$ cat src/common/rtc_defines.svh
// register offsets, field positions and timing counts of the calendar clock
`ifndef RTC_DEFINES_SVH
`define RTC_DEFINES_SVH
// register word offsets (16-bit data)
`define OFS_CFG 4'h0
`define OFS_VALH 4'h1
`define OFS_VALL 4'h2
`define OFS_ALMCFG 4'h3
`define OFS_ALMH 4'h4
`define OFS_ALML 4'h5
`define OFS_KEY 4'h6
`define OFS_PAD 4'h7
`define OFS_IRQ_ST 4'h8
`define OFS_IRQ_MASK 4'h9
// configuration register fields
`define CFG_ON_BIT 15
`define CFG_UNLOCK_BIT 13
`define CFG_HALF_BIT 11
`define CFG_OE_BIT 10
// alarm configuration fields
`define ALM_EN_BIT 15
`define ALM_CHIME_BIT 14
// unlock key values
`define KEY_FIRST 8'h55
`define KEY_SECOND 8'hAA
// one instruction cycle of the window, in core clocks
`define KEY_WINDOW_CYC 2'h2
// calibration: pulses per code step, one minute of seconds
`define CAL_STEP 4
`define SEC_PER_MIN 6'h3B
`endif

$ cat src/common/rtc_pkg.sv
// types shared by the calendar clock
package rtc_pkg;
   typedef struct packed
   {
      logic [7:0] sec;
      logic [7:0] min;
      logic [7:0] hour;
      logic [7:0] wday;
      logic [7:0] day;
      logic [7:0] month;
      logic [7:0] year;
   } time_s;
   typedef struct packed
   {
      logic [7:0] sec;
      logic [7:0] min;
      logic [7:0] hour;
      logic [7:0] wday;
      logic [7:0] day;
      logic [7:0] month;
   } alarm_s;
   typedef enum logic [2:0]
   {
      KEY_IDLE = 3'b001,
      KEY_GOT55 = 3'b010,
      KEY_OPEN = 3'b100
   } key_state_e;
endpackage

$ cat src/design/calendar_clock.sv
// bcd calendar clock with alarm, calibration and windowed register access
`include "rtc_defines.svh"
`default_nettype none
// What this block does
// - hours run 00 to 23, no am/pm
// - weekday, day, month, two-digit year covering 2000 to 2099
// - leap years insert 29 february automatically
// - every time, calendar and alarm field is bcd
// - one-second count plus a readable half-second flag
// - seconds derived from a separate 32.768 khz timebase
// - signed calibration adds or removes pulses once per minute
// - output pin carries alarm pulse or seconds clock, software chosen
// - 2-bit value pointer picks the pair shown in the time window
// - high-byte write to time window decrements pointer, stops at 00
// - 2-bit alarm pointer picks the alarm pair, code 11 is empty
// - high-byte write to alarm window decrements pointer, stops at 00
// - reads of either byte decrement pointers; only high writes do
// - time writes ignored unless the write-unlock bit is set
// - unlock bit settable only right after 55h then AAh key writes
// - module-on bit writable only while unlock is set
// - half-second flag read-only, cleared by writing seconds byte
module calendar_clock
   import rtc_pkg::*;
#(
   parameter int TICKS_PER_SEC = 32768
)
(
   // clock and reset
   input wire logic core_clk,
   input wire logic reset_n,
   // 32.768 khz timebase pin
   input wire logic timebase_in,
   // register port
   input wire logic [3:0] reg_addr,
   input wire logic [15:0] reg_wdata,
   input wire logic reg_wr,
   input wire logic reg_rd,
   input wire logic [1:0] reg_byte_en,
   output logic [15:0] reg_rdata,
   // output pin and interrupt
   output logic rtc_pin,
   output logic irq
);
   // bcd increment with wrap to a given floor past a given top
   function automatic logic [7:0] bcd_inc(input logic [7:0] v, input logic [7:0] top,
                                           input logic [7:0] floor_v);
      if (v >= top)
         bcd_inc = floor_v;
      else if (v[3:0] == 4'h9)
         bcd_inc = {v[7:4] + 4'h1, 4'h0};
      else
         bcd_inc = {v[7:4], v[3:0] + 4'h1};
   endfunction

   // last day of a month in bcd
   function automatic logic [7:0] month_end(input logic [7:0] m, input logic [7:0] y);
      logic leap;
      leap = 1'b0;
      // bcd year divisible by 4: tens even with ones 0/4/8, tens odd with 2/6
      leap = y[4] ? (y[3:0] == 4'h2 || y[3:0] == 4'h6)
                  : (y[3:0] == 4'h0 || y[3:0] == 4'h4 || y[3:0] == 4'h8);
      unique case (m)
         8'h02: month_end = leap ? 8'h29 : 8'h28;
         8'h04, 8'h06, 8'h09, 8'h11: month_end = 8'h30;
         default: month_end = 8'h31;
      endcase
   endfunction

   // ==========================================================
   // timebase synchroniser and edge detect
   logic tb_meta_r, tb_sync_r, tb_prev_r;
   always_ff @(posedge core_clk or negedge reset_n)
   begin
      if (!reset_n)
      begin
         tb_meta_r <= 1'b0;
         tb_sync_r <= 1'b0;
         tb_prev_r <= 1'b0;
      end
      else
      begin
         tb_meta_r <= timebase_in;
         tb_sync_r <= tb_meta_r;
         tb_prev_r <= tb_sync_r;
      end
   end
   // one enable per timebase rising edge
   wire tick = tb_sync_r & ~tb_prev_r;

   // ==========================================================
   // registers
   logic [15:0] cfg_r;
   logic [15:0] alm_cfg_r;
   logic pad_sel_r;
   logic [1:0] irq_st_r, irq_mask_r;
   time_s tm_r;
   alarm_s al_r;
   key_state_e key_r;
   logic [1:0] key_cnt_r;
   logic [15:0] sub_r;
   logic [9:0] cal_pend_r;
   logic [5:0] min_sec_r;
   logic sec_clk_r, alarm_pulse_r;
   // declared early: the alarm repeat logic reads it before its decode below
   logic alarm_hit;

   wire [1:0] vptr = cfg_r[9:8];
   wire [1:0] aptr = alm_cfg_r[9:8];
   wire unlocked = cfg_r[`CFG_UNLOCK_BIT];
   wire on = cfg_r[`CFG_ON_BIT];

   // bus decode
   wire wr_cfg = reg_wr && reg_addr == `OFS_CFG;
   wire wr_valh = reg_wr && reg_addr == `OFS_VALH;
   wire wr_vall = reg_wr && reg_addr == `OFS_VALL;
   wire wr_acfg = reg_wr && reg_addr == `OFS_ALMCFG;
   wire wr_almh = reg_wr && reg_addr == `OFS_ALMH;
   wire wr_alml = reg_wr && reg_addr == `OFS_ALML;
   wire wr_key = reg_wr && reg_addr == `OFS_KEY && reg_byte_en[0];
   wire rd_val = reg_rd && (reg_addr == `OFS_VALH || reg_addr == `OFS_VALL);
   wire rd_alm = reg_rd && (reg_addr == `OFS_ALMH || reg_addr == `OFS_ALML);
   // time field writes need the unlock bit
   wire tw_h = wr_valh && unlocked;
   wire tw_l = wr_vall && unlocked;
   // unlock may be set only inside the key window
   wire key_open = key_r == KEY_OPEN;

   // ==========================================================
   // 55h then AAh opens a short window
   always_ff @(posedge core_clk or negedge reset_n)
   begin
      if (!reset_n)
      begin
         key_r <= KEY_IDLE;
         key_cnt_r <= 2'h0;
      end
      else
      begin
         unique case (key_r)
            KEY_IDLE:
               if (wr_key && reg_wdata[7:0] == `KEY_FIRST)
                  key_r <= KEY_GOT55;
            KEY_GOT55:
               if (wr_key)
               begin
                  key_r <= (reg_wdata[7:0] == `KEY_SECOND) ? KEY_OPEN : KEY_IDLE;
                  key_cnt_r <= `KEY_WINDOW_CYC;
               end
               else if (reg_wr)
                  key_r <= KEY_IDLE;
            KEY_OPEN:
            begin
               key_cnt_r <= key_cnt_r - 2'h1;
               if (key_cnt_r == 2'h1 || reg_wr)
                  key_r <= KEY_IDLE;
            end
         endcase
      end
   end

   // ==========================================================
   // configuration, pointer and alarm configuration registers
   always_ff @(posedge core_clk or negedge reset_n)
   begin
      if (!reset_n)
      begin
         cfg_r <= 16'h0000;
         alm_cfg_r <= 16'h0000;
         pad_sel_r <= 1'b0;
         irq_mask_r <= 2'h0;
      end
      else
      begin
         if (wr_cfg)
         begin
            // unlock sets only in window, clears any time
            if (!reg_wdata[`CFG_UNLOCK_BIT] || key_open)
               cfg_r[`CFG_UNLOCK_BIT] <= reg_wdata[`CFG_UNLOCK_BIT];
            if (unlocked)
               cfg_r[`CFG_ON_BIT] <= reg_wdata[`CFG_ON_BIT];
            cfg_r[`CFG_OE_BIT] <= reg_wdata[`CFG_OE_BIT];
            cfg_r[9:0] <= reg_wdata[9:0];
         end
         // value pointer steps down, holds at 00
         else if ((tw_h || rd_val) && vptr != 2'h0)
            cfg_r[9:8] <= vptr - 2'h1;
         if (wr_acfg)
            alm_cfg_r <= reg_wdata;
         // alarm pointer steps down, holds at 00
         else if ((wr_almh || rd_alm) && aptr != 2'h0)
            alm_cfg_r[9:8] <= aptr - 2'h1;
         else if (alarm_hit && alm_cfg_r[7:0] != 8'h00)
            alm_cfg_r[7:0] <= alm_cfg_r[7:0] - 8'h01;
         else if (alarm_hit && alm_cfg_r[`ALM_CHIME_BIT])
            alm_cfg_r[7:0] <= 8'hFF;
         else if (alarm_hit)
            alm_cfg_r[`ALM_EN_BIT] <= 1'b0;
         if (reg_wr && reg_addr == `OFS_PAD)
            pad_sel_r <= reg_wdata[1];
         if (reg_wr && reg_addr == `OFS_IRQ_MASK)
            irq_mask_r <= reg_wdata[1:0];
      end
   end

   // ==========================================================
   // calibration: cal code times 4 pulses, applied once a minute
   wire [7:0] cal = cfg_r[7:0];
   wire [9:0] cal_mag = cal[7] ? {(8'h00 - cal), 2'b00} : {cal, 2'b00};
   wire [15:0] sec_len = 16'(TICKS_PER_SEC);
   wire [15:0] half_len = 16'(TICKS_PER_SEC / 2);
   // stretch or shorten the first second of each minute by the pending amount
   wire [15:0] this_len = (min_sec_r == 6'h00 && cal != 8'h00)
                          ? (cal[7] ? sec_len - {6'h00, cal_mag} : sec_len + {6'h00, cal_mag})
                          : sec_len;
   wire sec_end = on && tick && sub_r >= this_len - 16'h0001;
   wire half_sec = sub_r >= half_len;

   wire c_min = tm_r.sec == 8'h59;
   wire c_hr = c_min && tm_r.min == 8'h59;
   wire c_day = c_hr && tm_r.hour == 8'h23;
   wire c_mon = c_day && tm_r.day >= month_end(tm_r.month, tm_r.year);
   wire c_yr = c_mon && tm_r.month == 8'h12;

   // alarm match on second, minute and hour only: compare fires once per matching second
   assign alarm_hit = sec_end && alm_cfg_r[`ALM_EN_BIT] && tm_r.sec == al_r.sec
                    && tm_r.min == al_r.min && tm_r.hour == al_r.hour;

   // ==========================================================
   // time keeping and window writes
   always_ff @(posedge core_clk or negedge reset_n)
   begin
      if (!reset_n)
      begin
         tm_r <= '{8'h00, 8'h00, 8'h00, 8'h06, 8'h01, 8'h01, 8'h00};
         sub_r <= 16'h0000;
         min_sec_r <= 6'h00;
      end
      else if (tw_l && vptr == 2'h0)
      begin
         // writing seconds byte restarts the second
         tm_r.sec <= reg_wdata[7:0];
         sub_r <= 16'h0000;
         if (tw_h || reg_byte_en[1])
            tm_r.min <= reg_wdata[15:8];
      end
      else if (tw_h || tw_l)
      begin
         // bcd pair selected by the value pointer
         unique case (vptr)
            2'h0: tm_r.min <= reg_wdata[15:8];
            2'h1:
            begin
               tm_r.wday <= reg_wdata[15:8];
               tm_r.hour <= reg_wdata[7:0];
            end
            2'h2:
            begin
               tm_r.month <= reg_wdata[15:8];
               tm_r.day <= reg_wdata[7:0];
            end
            2'h3: tm_r.year <= reg_wdata[7:0];
         endcase
      end
      else if (on && tick)
      begin
         sub_r <= sec_end ? 16'h0000 : sub_r + 16'h0001;
         if (sec_end)
         begin
            min_sec_r <= (min_sec_r == `SEC_PER_MIN) ? 6'h00 : min_sec_r + 6'h01;
            tm_r.sec <= bcd_inc(tm_r.sec, 8'h59, 8'h00);
            if (c_min)
               tm_r.min <= bcd_inc(tm_r.min, 8'h59, 8'h00);
            if (c_hr)
               tm_r.hour <= bcd_inc(tm_r.hour, 8'h23, 8'h00);
            if (c_day)
            begin
               tm_r.wday <= bcd_inc(tm_r.wday, 8'h06, 8'h00);
               tm_r.day <= bcd_inc(tm_r.day, month_end(tm_r.month, tm_r.year), 8'h01);
            end
            if (c_mon)
               tm_r.month <= bcd_inc(tm_r.month, 8'h12, 8'h01);
            if (c_yr)
               tm_r.year <= bcd_inc(tm_r.year, 8'h99, 8'h00);
         end
      end
   end

   // ==========================================================
   // alarm window writes, code 11 is empty
   always_ff @(posedge core_clk or negedge reset_n)
   begin
      if (!reset_n)
         al_r <= '{8'h00, 8'h00, 8'h00, 8'h00, 8'h01, 8'h01};
      else if (wr_almh || wr_alml)
      begin
         unique case (aptr)
            2'h0:
            begin
               al_r.min <= reg_wdata[15:8];
               al_r.sec <= reg_wdata[7:0];
            end
            2'h1:
            begin
               al_r.wday <= reg_wdata[15:8];
               al_r.hour <= reg_wdata[7:0];
            end
            2'h2:
            begin
               al_r.month <= reg_wdata[15:8];
               al_r.day <= reg_wdata[7:0];
            end
            2'h3: ;
         endcase
      end
   end

   // ==========================================================
   // read mux, data in the cycle after the strobe
   logic [15:0] val_win, alm_win, rd_mux;
   always_comb
   begin
      unique case (vptr)
         2'h0: val_win = {tm_r.min, tm_r.sec};
         2'h1: val_win = {tm_r.wday, tm_r.hour};
         2'h2: val_win = {tm_r.month, tm_r.day};
         2'h3: val_win = {8'h00, tm_r.year};
      endcase
      unique case (aptr)
         2'h0: alm_win = {al_r.min, al_r.sec};
         2'h1: alm_win = {al_r.wday, al_r.hour};
         2'h2: alm_win = {al_r.month, al_r.day};
         2'h3: alm_win = 16'h0000;
      endcase
      unique case (reg_addr)
         `OFS_CFG: rd_mux = {cfg_r[15], 1'b0, cfg_r[13], 1'b0, half_sec, cfg_r[10:0]};
         `OFS_VALH, `OFS_VALL: rd_mux = val_win;
         `OFS_ALMCFG: rd_mux = alm_cfg_r;
         `OFS_ALMH, `OFS_ALML: rd_mux = alm_win;
         `OFS_PAD: rd_mux = {14'h0000, pad_sel_r, 1'b0};
         `OFS_IRQ_ST: rd_mux = {14'h0000, irq_st_r};
         `OFS_IRQ_MASK: rd_mux = {14'h0000, irq_mask_r};
         default: rd_mux = 16'h0000;
      endcase
   end

   // ==========================================================
   // outputs, status and pin
   always_ff @(posedge core_clk or negedge reset_n)
   begin
      if (!reset_n)
      begin
         reg_rdata <= 16'h0000;
         irq_st_r <= 2'h0;
         irq <= 1'b0;
         sec_clk_r <= 1'b0;
         alarm_pulse_r <= 1'b0;
         rtc_pin <= 1'b0;
      end
      else
      begin
         reg_rdata <= reg_rd ? rd_mux : 16'h0000;
         // set wins over write-one-to-clear: bit0 second, bit1 alarm
         irq_st_r <= (irq_st_r & ~((reg_wr && reg_addr == `OFS_IRQ_ST) ? reg_wdata[1:0] : 2'h0))
                     | {alarm_hit, sec_end};
         irq <= |(irq_st_r & irq_mask_r);
         sec_clk_r <= on & ~half_sec;
         if (alarm_hit)
            alarm_pulse_r <= ~alarm_pulse_r;
         // pin source chosen by pad select, gated by output enable
         rtc_pin <= cfg_r[`CFG_OE_BIT] & (pad_sel_r ? sec_clk_r : alarm_pulse_r);
      end
   end

   // ==========================================================
   // checks
   property p_ptr_stop;
      @(posedge core_clk) disable iff (!reset_n)
      (rd_val && !wr_cfg && vptr == 2'h0) |=> vptr == 2'h0;
   endproperty
   a_ptr_stop: assert property (p_ptr_stop) else $error("value pointer left 00");
   property p_ptr_dec;
      @(posedge core_clk) disable iff (!reset_n)
      (rd_val && !wr_cfg && vptr != 2'h0) |=> vptr == $past(vptr) - 2'h1;
   endproperty
   a_ptr_dec: assert property (p_ptr_dec) else $error("value pointer did not step");
   property p_lock;
      @(posedge core_clk) disable iff (!reset_n)
      (wr_valh && !unlocked && !on) |=> $stable(tm_r);
   endproperty
   a_lock: assert property (p_lock) else $error("locked time changed");
   property p_unlock;
      @(posedge core_clk) disable iff (!reset_n)
      $rose(unlocked) |-> $past(key_open);
   endproperty
   a_unlock: assert property (p_unlock) else $error("unlock set outside window");
   property p_on;
      @(posedge core_clk) disable iff (!reset_n)
      $changed(on) |-> $past(unlocked);
   endproperty
   a_on: assert property (p_on) else $error("module-on changed while locked");
   property p_hour;
      @(posedge core_clk) disable iff (!reset_n)
      // a time write in the same cycle wins over the roll, so it is left out
      (sec_end && c_day && !tw_h && !tw_l) |=> tm_r.hour == 8'h00;
   endproperty
   a_hour: assert property (p_hour) else $error("hour did not wrap");
   property p_leap;
      @(posedge core_clk) disable iff (!reset_n)
      (sec_end && c_day && !tw_h && !tw_l && tm_r.month == 8'h02 && tm_r.day == 8'h28
       && tm_r.year == 8'h24)
      |=> tm_r.day == 8'h29;
   endproperty
   a_leap: assert property (p_leap) else $error("leap day skipped");
   property p_half;
      @(posedge core_clk) disable iff (!reset_n)
      (tw_l && vptr == 2'h0) |=> !half_sec;
   endproperty
   a_half: assert property (p_half) else $error("half flag not cleared");
   property p_apt;
      @(posedge core_clk) disable iff (!reset_n)
      (wr_almh && !wr_acfg && aptr != 2'h0) |=> aptr == $past(aptr) - 2'h1;
   endproperty
   a_apt: assert property (p_apt) else $error("alarm pointer did not step");
endmodule
`default_nettype wire

$ cat config.mk
export PLATFORM = sky130hd
export DESIGN_NAME = calendar_clock
export DESIGN_NICKNAME = d
export VERILOG_FILES = /design/src/common/rtc_pkg.sv /design/src/design/calendar_clock.sv
export VERILOG_INCLUDE_DIRS = /design/src /design/src/common
export SDC_FILE = /design/constraint.sdc
export NUM_CORES = 1
export LEC_CHECK = 0
export BUFFER_PORTS_ARGS = -buffer_cell sky130_fd_sc_hd__buf_2
export CAP_MARGIN = 20
export CORE_MARGIN = 1.5
export CORE_UTILIZATION = 37
export CTS_BUF_LIST = sky130_fd_sc_hd__clkbuf_8
export CTS_CLUSTER_DIAMETER = 100
export DETAILED_ROUTE_END_ITERATION = 10
export GPL_TIMING_DRIVEN = 0
export PLACE_DENSITY = 0.49
export REMOVE_ABC_BUFFERS = 1
export SLEW_MARGIN = 20
export SYNTH_ARGS = -nofsm -noshare
export SYNTH_HDL_FRONTEND = slang
export SYNTH_SLANG_ARGS = --single-unit
$ cat constraint.sdc
create_clock -name core_clk -period 13.35 [get_ports core_clk]
set_clock_uncertainty 0.05 [all_clocks]
set_input_delay 0 -clock core_clk [delete_from_list [all_inputs] [get_ports core_clk]]
set_output_delay 0 -clock core_clk [all_outputs]
set_load 0.02 [all_outputs]
==> flow_metrics.env <==
export IMPL_reg2reg_depth=17
export IMPL_drc=0
export IMPL_setup_violations_final=0
export IMPL_critPathLaunch="cal[0]"
export IMPL_ys_flop_type="dfrtp_1"
export IMPL_wl_um=37000
export IMPL_finalCritPeriodShare=0.423
export IMPL_antenna_left=0
export IMPL_ys_seq_elements=188
export IMPL_ys_seq_area_frac=0.404
export IMPL_hold_path_cell_count=6
export IMPL_p_sw_mw=0.604
export IMPL_p_comb_frac=0.274
export IMPL_cts_buffer_depth=2
export IMPL_clock_root_buffer="clkbuf_8"
export IMPL_vias=9721
export IMPL_wl_per_cell_um=22.1
export IMPL_post_cts_resized=0
export IMPL_power_frac_seq=0.462
export IMPL_min_period_ns=5.65
export IMPL_drive_gt1_frac=0.158
export IMPL_core_area_um2=30800
export IMPL_dp_cells=1619
export IMPL_htree_levels=4
export IMPL_cp_cell_sequence="inv_1, ha_1, nor4bb_1, o31ai_1, nor3_2, xor3_1, a31oi_1, a21oi_1, nor2_1, ha_1, a21o_1, a21oi_1, nor2b_1, a2111oi_4, nor2_2, o21ai_2, mux2_2"
export IMPL_power_density_nw_per_um2=127
export IMPL_p_leak_nw=5.64
export IMPL_overflow=0
export IMPL_final_common_cell="dfrtp_1"
export IMPL_die_area_um2=32600
export IMPL_async_flop_share=1.00
export IMPL_area_growth_pct=11.0
export IMPL_die_w_um=181
export IMPL_cp_end_kind="flop"
export IMPL_holdCritPathClass="in -> reg"
export IMPL_cts_clk_slew_worst_paths_ns=0.11
export IMPL_routabilityCongestion=0.864
export IMPL_cts_tree="yes"
export IMPL_postSynthAreaPerCell_um2=9.38
export IMPL_grt_max_degree=76
export IMPL_max_stage_delay_ns=1.01
export IMPL_finalSetupTns_ns=0
export IMPL_start_kind="flop"
export IMPL_totalPowerFinal_mw=1.65
export IMPL_antenna_found_initial=3
export IMPL_vdd_drop_max_mv=0.0811
export IMPL_yosys_warnings=0
export IMPL_rows=64
export IMPL_synth_distinct_cells=86
export IMPL_clkLatencyLatePin_ns=0.49
export IMPL_place_ws_ns=7.69
export IMPL_cp_required_ns=13.68
export IMPL_crit_buf_inv=1
export IMPL_worst_pin_slew_ns=1.14
export IMPL_cts_sinks=188
export IMPL_synth_edff_count=0
export IMPL_crit_family="compound AO/OA/AOI/OAI gates"
export IMPL_internal_power_mw=1.05
export IMPL_grt_pass1_wl_um=57700
export IMPL_drt_first_iter_violations=720
export IMPL_dp_hpwl_um=26600
export IMPL_via_per_inst=5.80
export IMPL_hold_viol_final=0
export IMPL_synthCells=1245
export IMPL_power_frac_clock=0.264
export IMPL_initial_core_util=0.379
export IMPL_drv_slew=0
export IMPL_rr_startpoint="cal[0]"
export IMPL_max_freq_mhz=177
export IMPL_fin_cells=1677
export IMPL_cp_num_cells=17
export IMPL_cts_made_buffers=17
export IMPL_antenna_cells=0
export IMPL_hp_start="reg_addr[3]"
export IMPL_nNetsFinal=1347
export IMPL_outcome="complete, no violations"
export IMPL_drt_pass1_iter_count=5
export IMPL_timing_final_ws_setup_ns=7.70
export IMPL_final_cell_mix="181 x dfrtp_1, 148 x nand2_1, 85 x o21ai_0, 80 x nor2_1, 73 x mux2_2"
export IMPL_swShare=0.366
export IMPL_syn_area_um2=11700
export IMPL_grt_setup_unrepaired="no"
export IMPL_max_cap_violations=0
export IMPL_maxSlewHeadroom=0.241
export IMPL_utilization=0.420
export IMPL_crit_fanout=8
export IMPL_die_h_um=181
export IMPL_worstPathArrival_ns=5.98
export IMPL_grt_usage=0.230
export IMPL_path_class="reg -> reg"
export IMPL_io_buffers=44
export IMPL_crit_slowest_cell="a2111oi_4"
export IMPL_grt_pass1_vias=9371
export IMPL_io_pins=45
==> layer usage <==
layer / global-route usage / vias up / wire, um
met5: 0 / - / 0
met4: 0.0545 / 0 / 512
met3: 0.0323 / 34 / 1470
met2: 0.358 / 232 / 16800
met1: 0.336 / 4836 / 18200
li1: - / 4619 / -
==> registers in the layout (all words and copies together) (netlist names), 2 cells and up <==
name and count:
al_r 48, alm_cfg_r 16, cal 8, cfg_r 3
irq_mask_r 2, irq_st_r 2, key_cnt_r 2, key_r 3
min_sec_r 6, reg_rdata 16, sub_r 16, tm_r 56
==> power groups by stage <==
stage	Clock, mW	Sequential, mW	Combinational (mW)
4_1_cts	0.446	0.762	0.448
3_5_place_dp	0	0.774	0.439
3_3_place_gp	0	0.772	0.429
5_1_grt	0.468	0.777	0.493
6_report	0.436	0.763	0.453
2_1_floorplan	0	0.747	0.294
==> cell families (layout without fill, tap and decap cells) <==
group | after synthesis | after routing | synth area share
fa+ha+maj | 52 | 52 | 0.0557
compound gates | 336 | 336 | 0.202
buf+inv | 121 | 157 | 0.0415
xor+xnor | 53 | 53 | 0.0417
simple gates | 415 | 415 | 0.179
mux | 80 | 80 | 0.0769
flops | 188 | 188 | 0.404
==> tightest hold or removal path: cells and delay by family <==
family	cells	cell delay (ns)
simple gates	5	0.41
buf+inv	1	0.18
==> cells in the mapped netlist, drive strengths merged (7+ instances only) <==
library cell,number,share of area
and3,18,0.0096
xor2,27,0.021
ha,52,0.056
nor3b,9,0.0058
dfrtp,181,0.39
nor2,81,0.026
a222oi,19,0.016
nor3,26,0.012
mux2,75,0.073
nand3,33,0.014
a211oi,10,0.0069
clkbuf,55,0.018
a22o,11,0.0083
dfstp,7,0.016
o31ai,17,0.011
nor4,14,0.011
nor2b,14,0.0075
a22oi,33,0.021
xnor2,25,0.019
o21ai,89,0.038
nand4,17,0.0096
nand2,149,0.048
or3,8,0.0043
and2,10,0.0054
inv,46,0.015
a21oi,65,0.029
or2,7,0.0037
a2bb2oi,9,0.0068
nand2b,10,0.0054
buf,20,0.0090
==> stage by stage <==
step	instance area [um^2]	hold WS, ns
final	13000	0.0712
after global routing	13000	0.0656
after CTS	13000	0.0305
after detailed placement	12200	-0.136
after global placement	12100	0.0705
after floorplan	11400	-0.346
==> path summary, 6_finish.rpt <==
check | slack (ns) | endpoint
setup / recovery | 7.70 | tm_r[23]
hold / removal | 0.07 | irq_st_r[0]
setup reg to reg | 7.70 | tm_r[23]
hold reg to reg | 0.31 | tb_sync_r
max in group asynchronous | 11.86 | key_r[0]
min in group asynchronous | 0.55 | tm_r[16]
==> area by class of cell <==
cell class | instances | area (um^2)
inverters | 46 | 173
clock buffers | 17 | 234
repair buffers | 79 | 622
fillers | 3001 | 17900
multi-input cells | 936 | 6520
clock inverters | 15 | 204
well taps | 396 | 495
flip-flops and latches | 188 | 4710
==> repair_timing <==
action | in CTS | in global routing
setup buffers | 0 | 0
hold buffers | 26 | 0
endpoints found under the hold margin | 204 | 0
endpoints found under the setup margin | 0 | 0
Power figures use the tool's default switching activity.
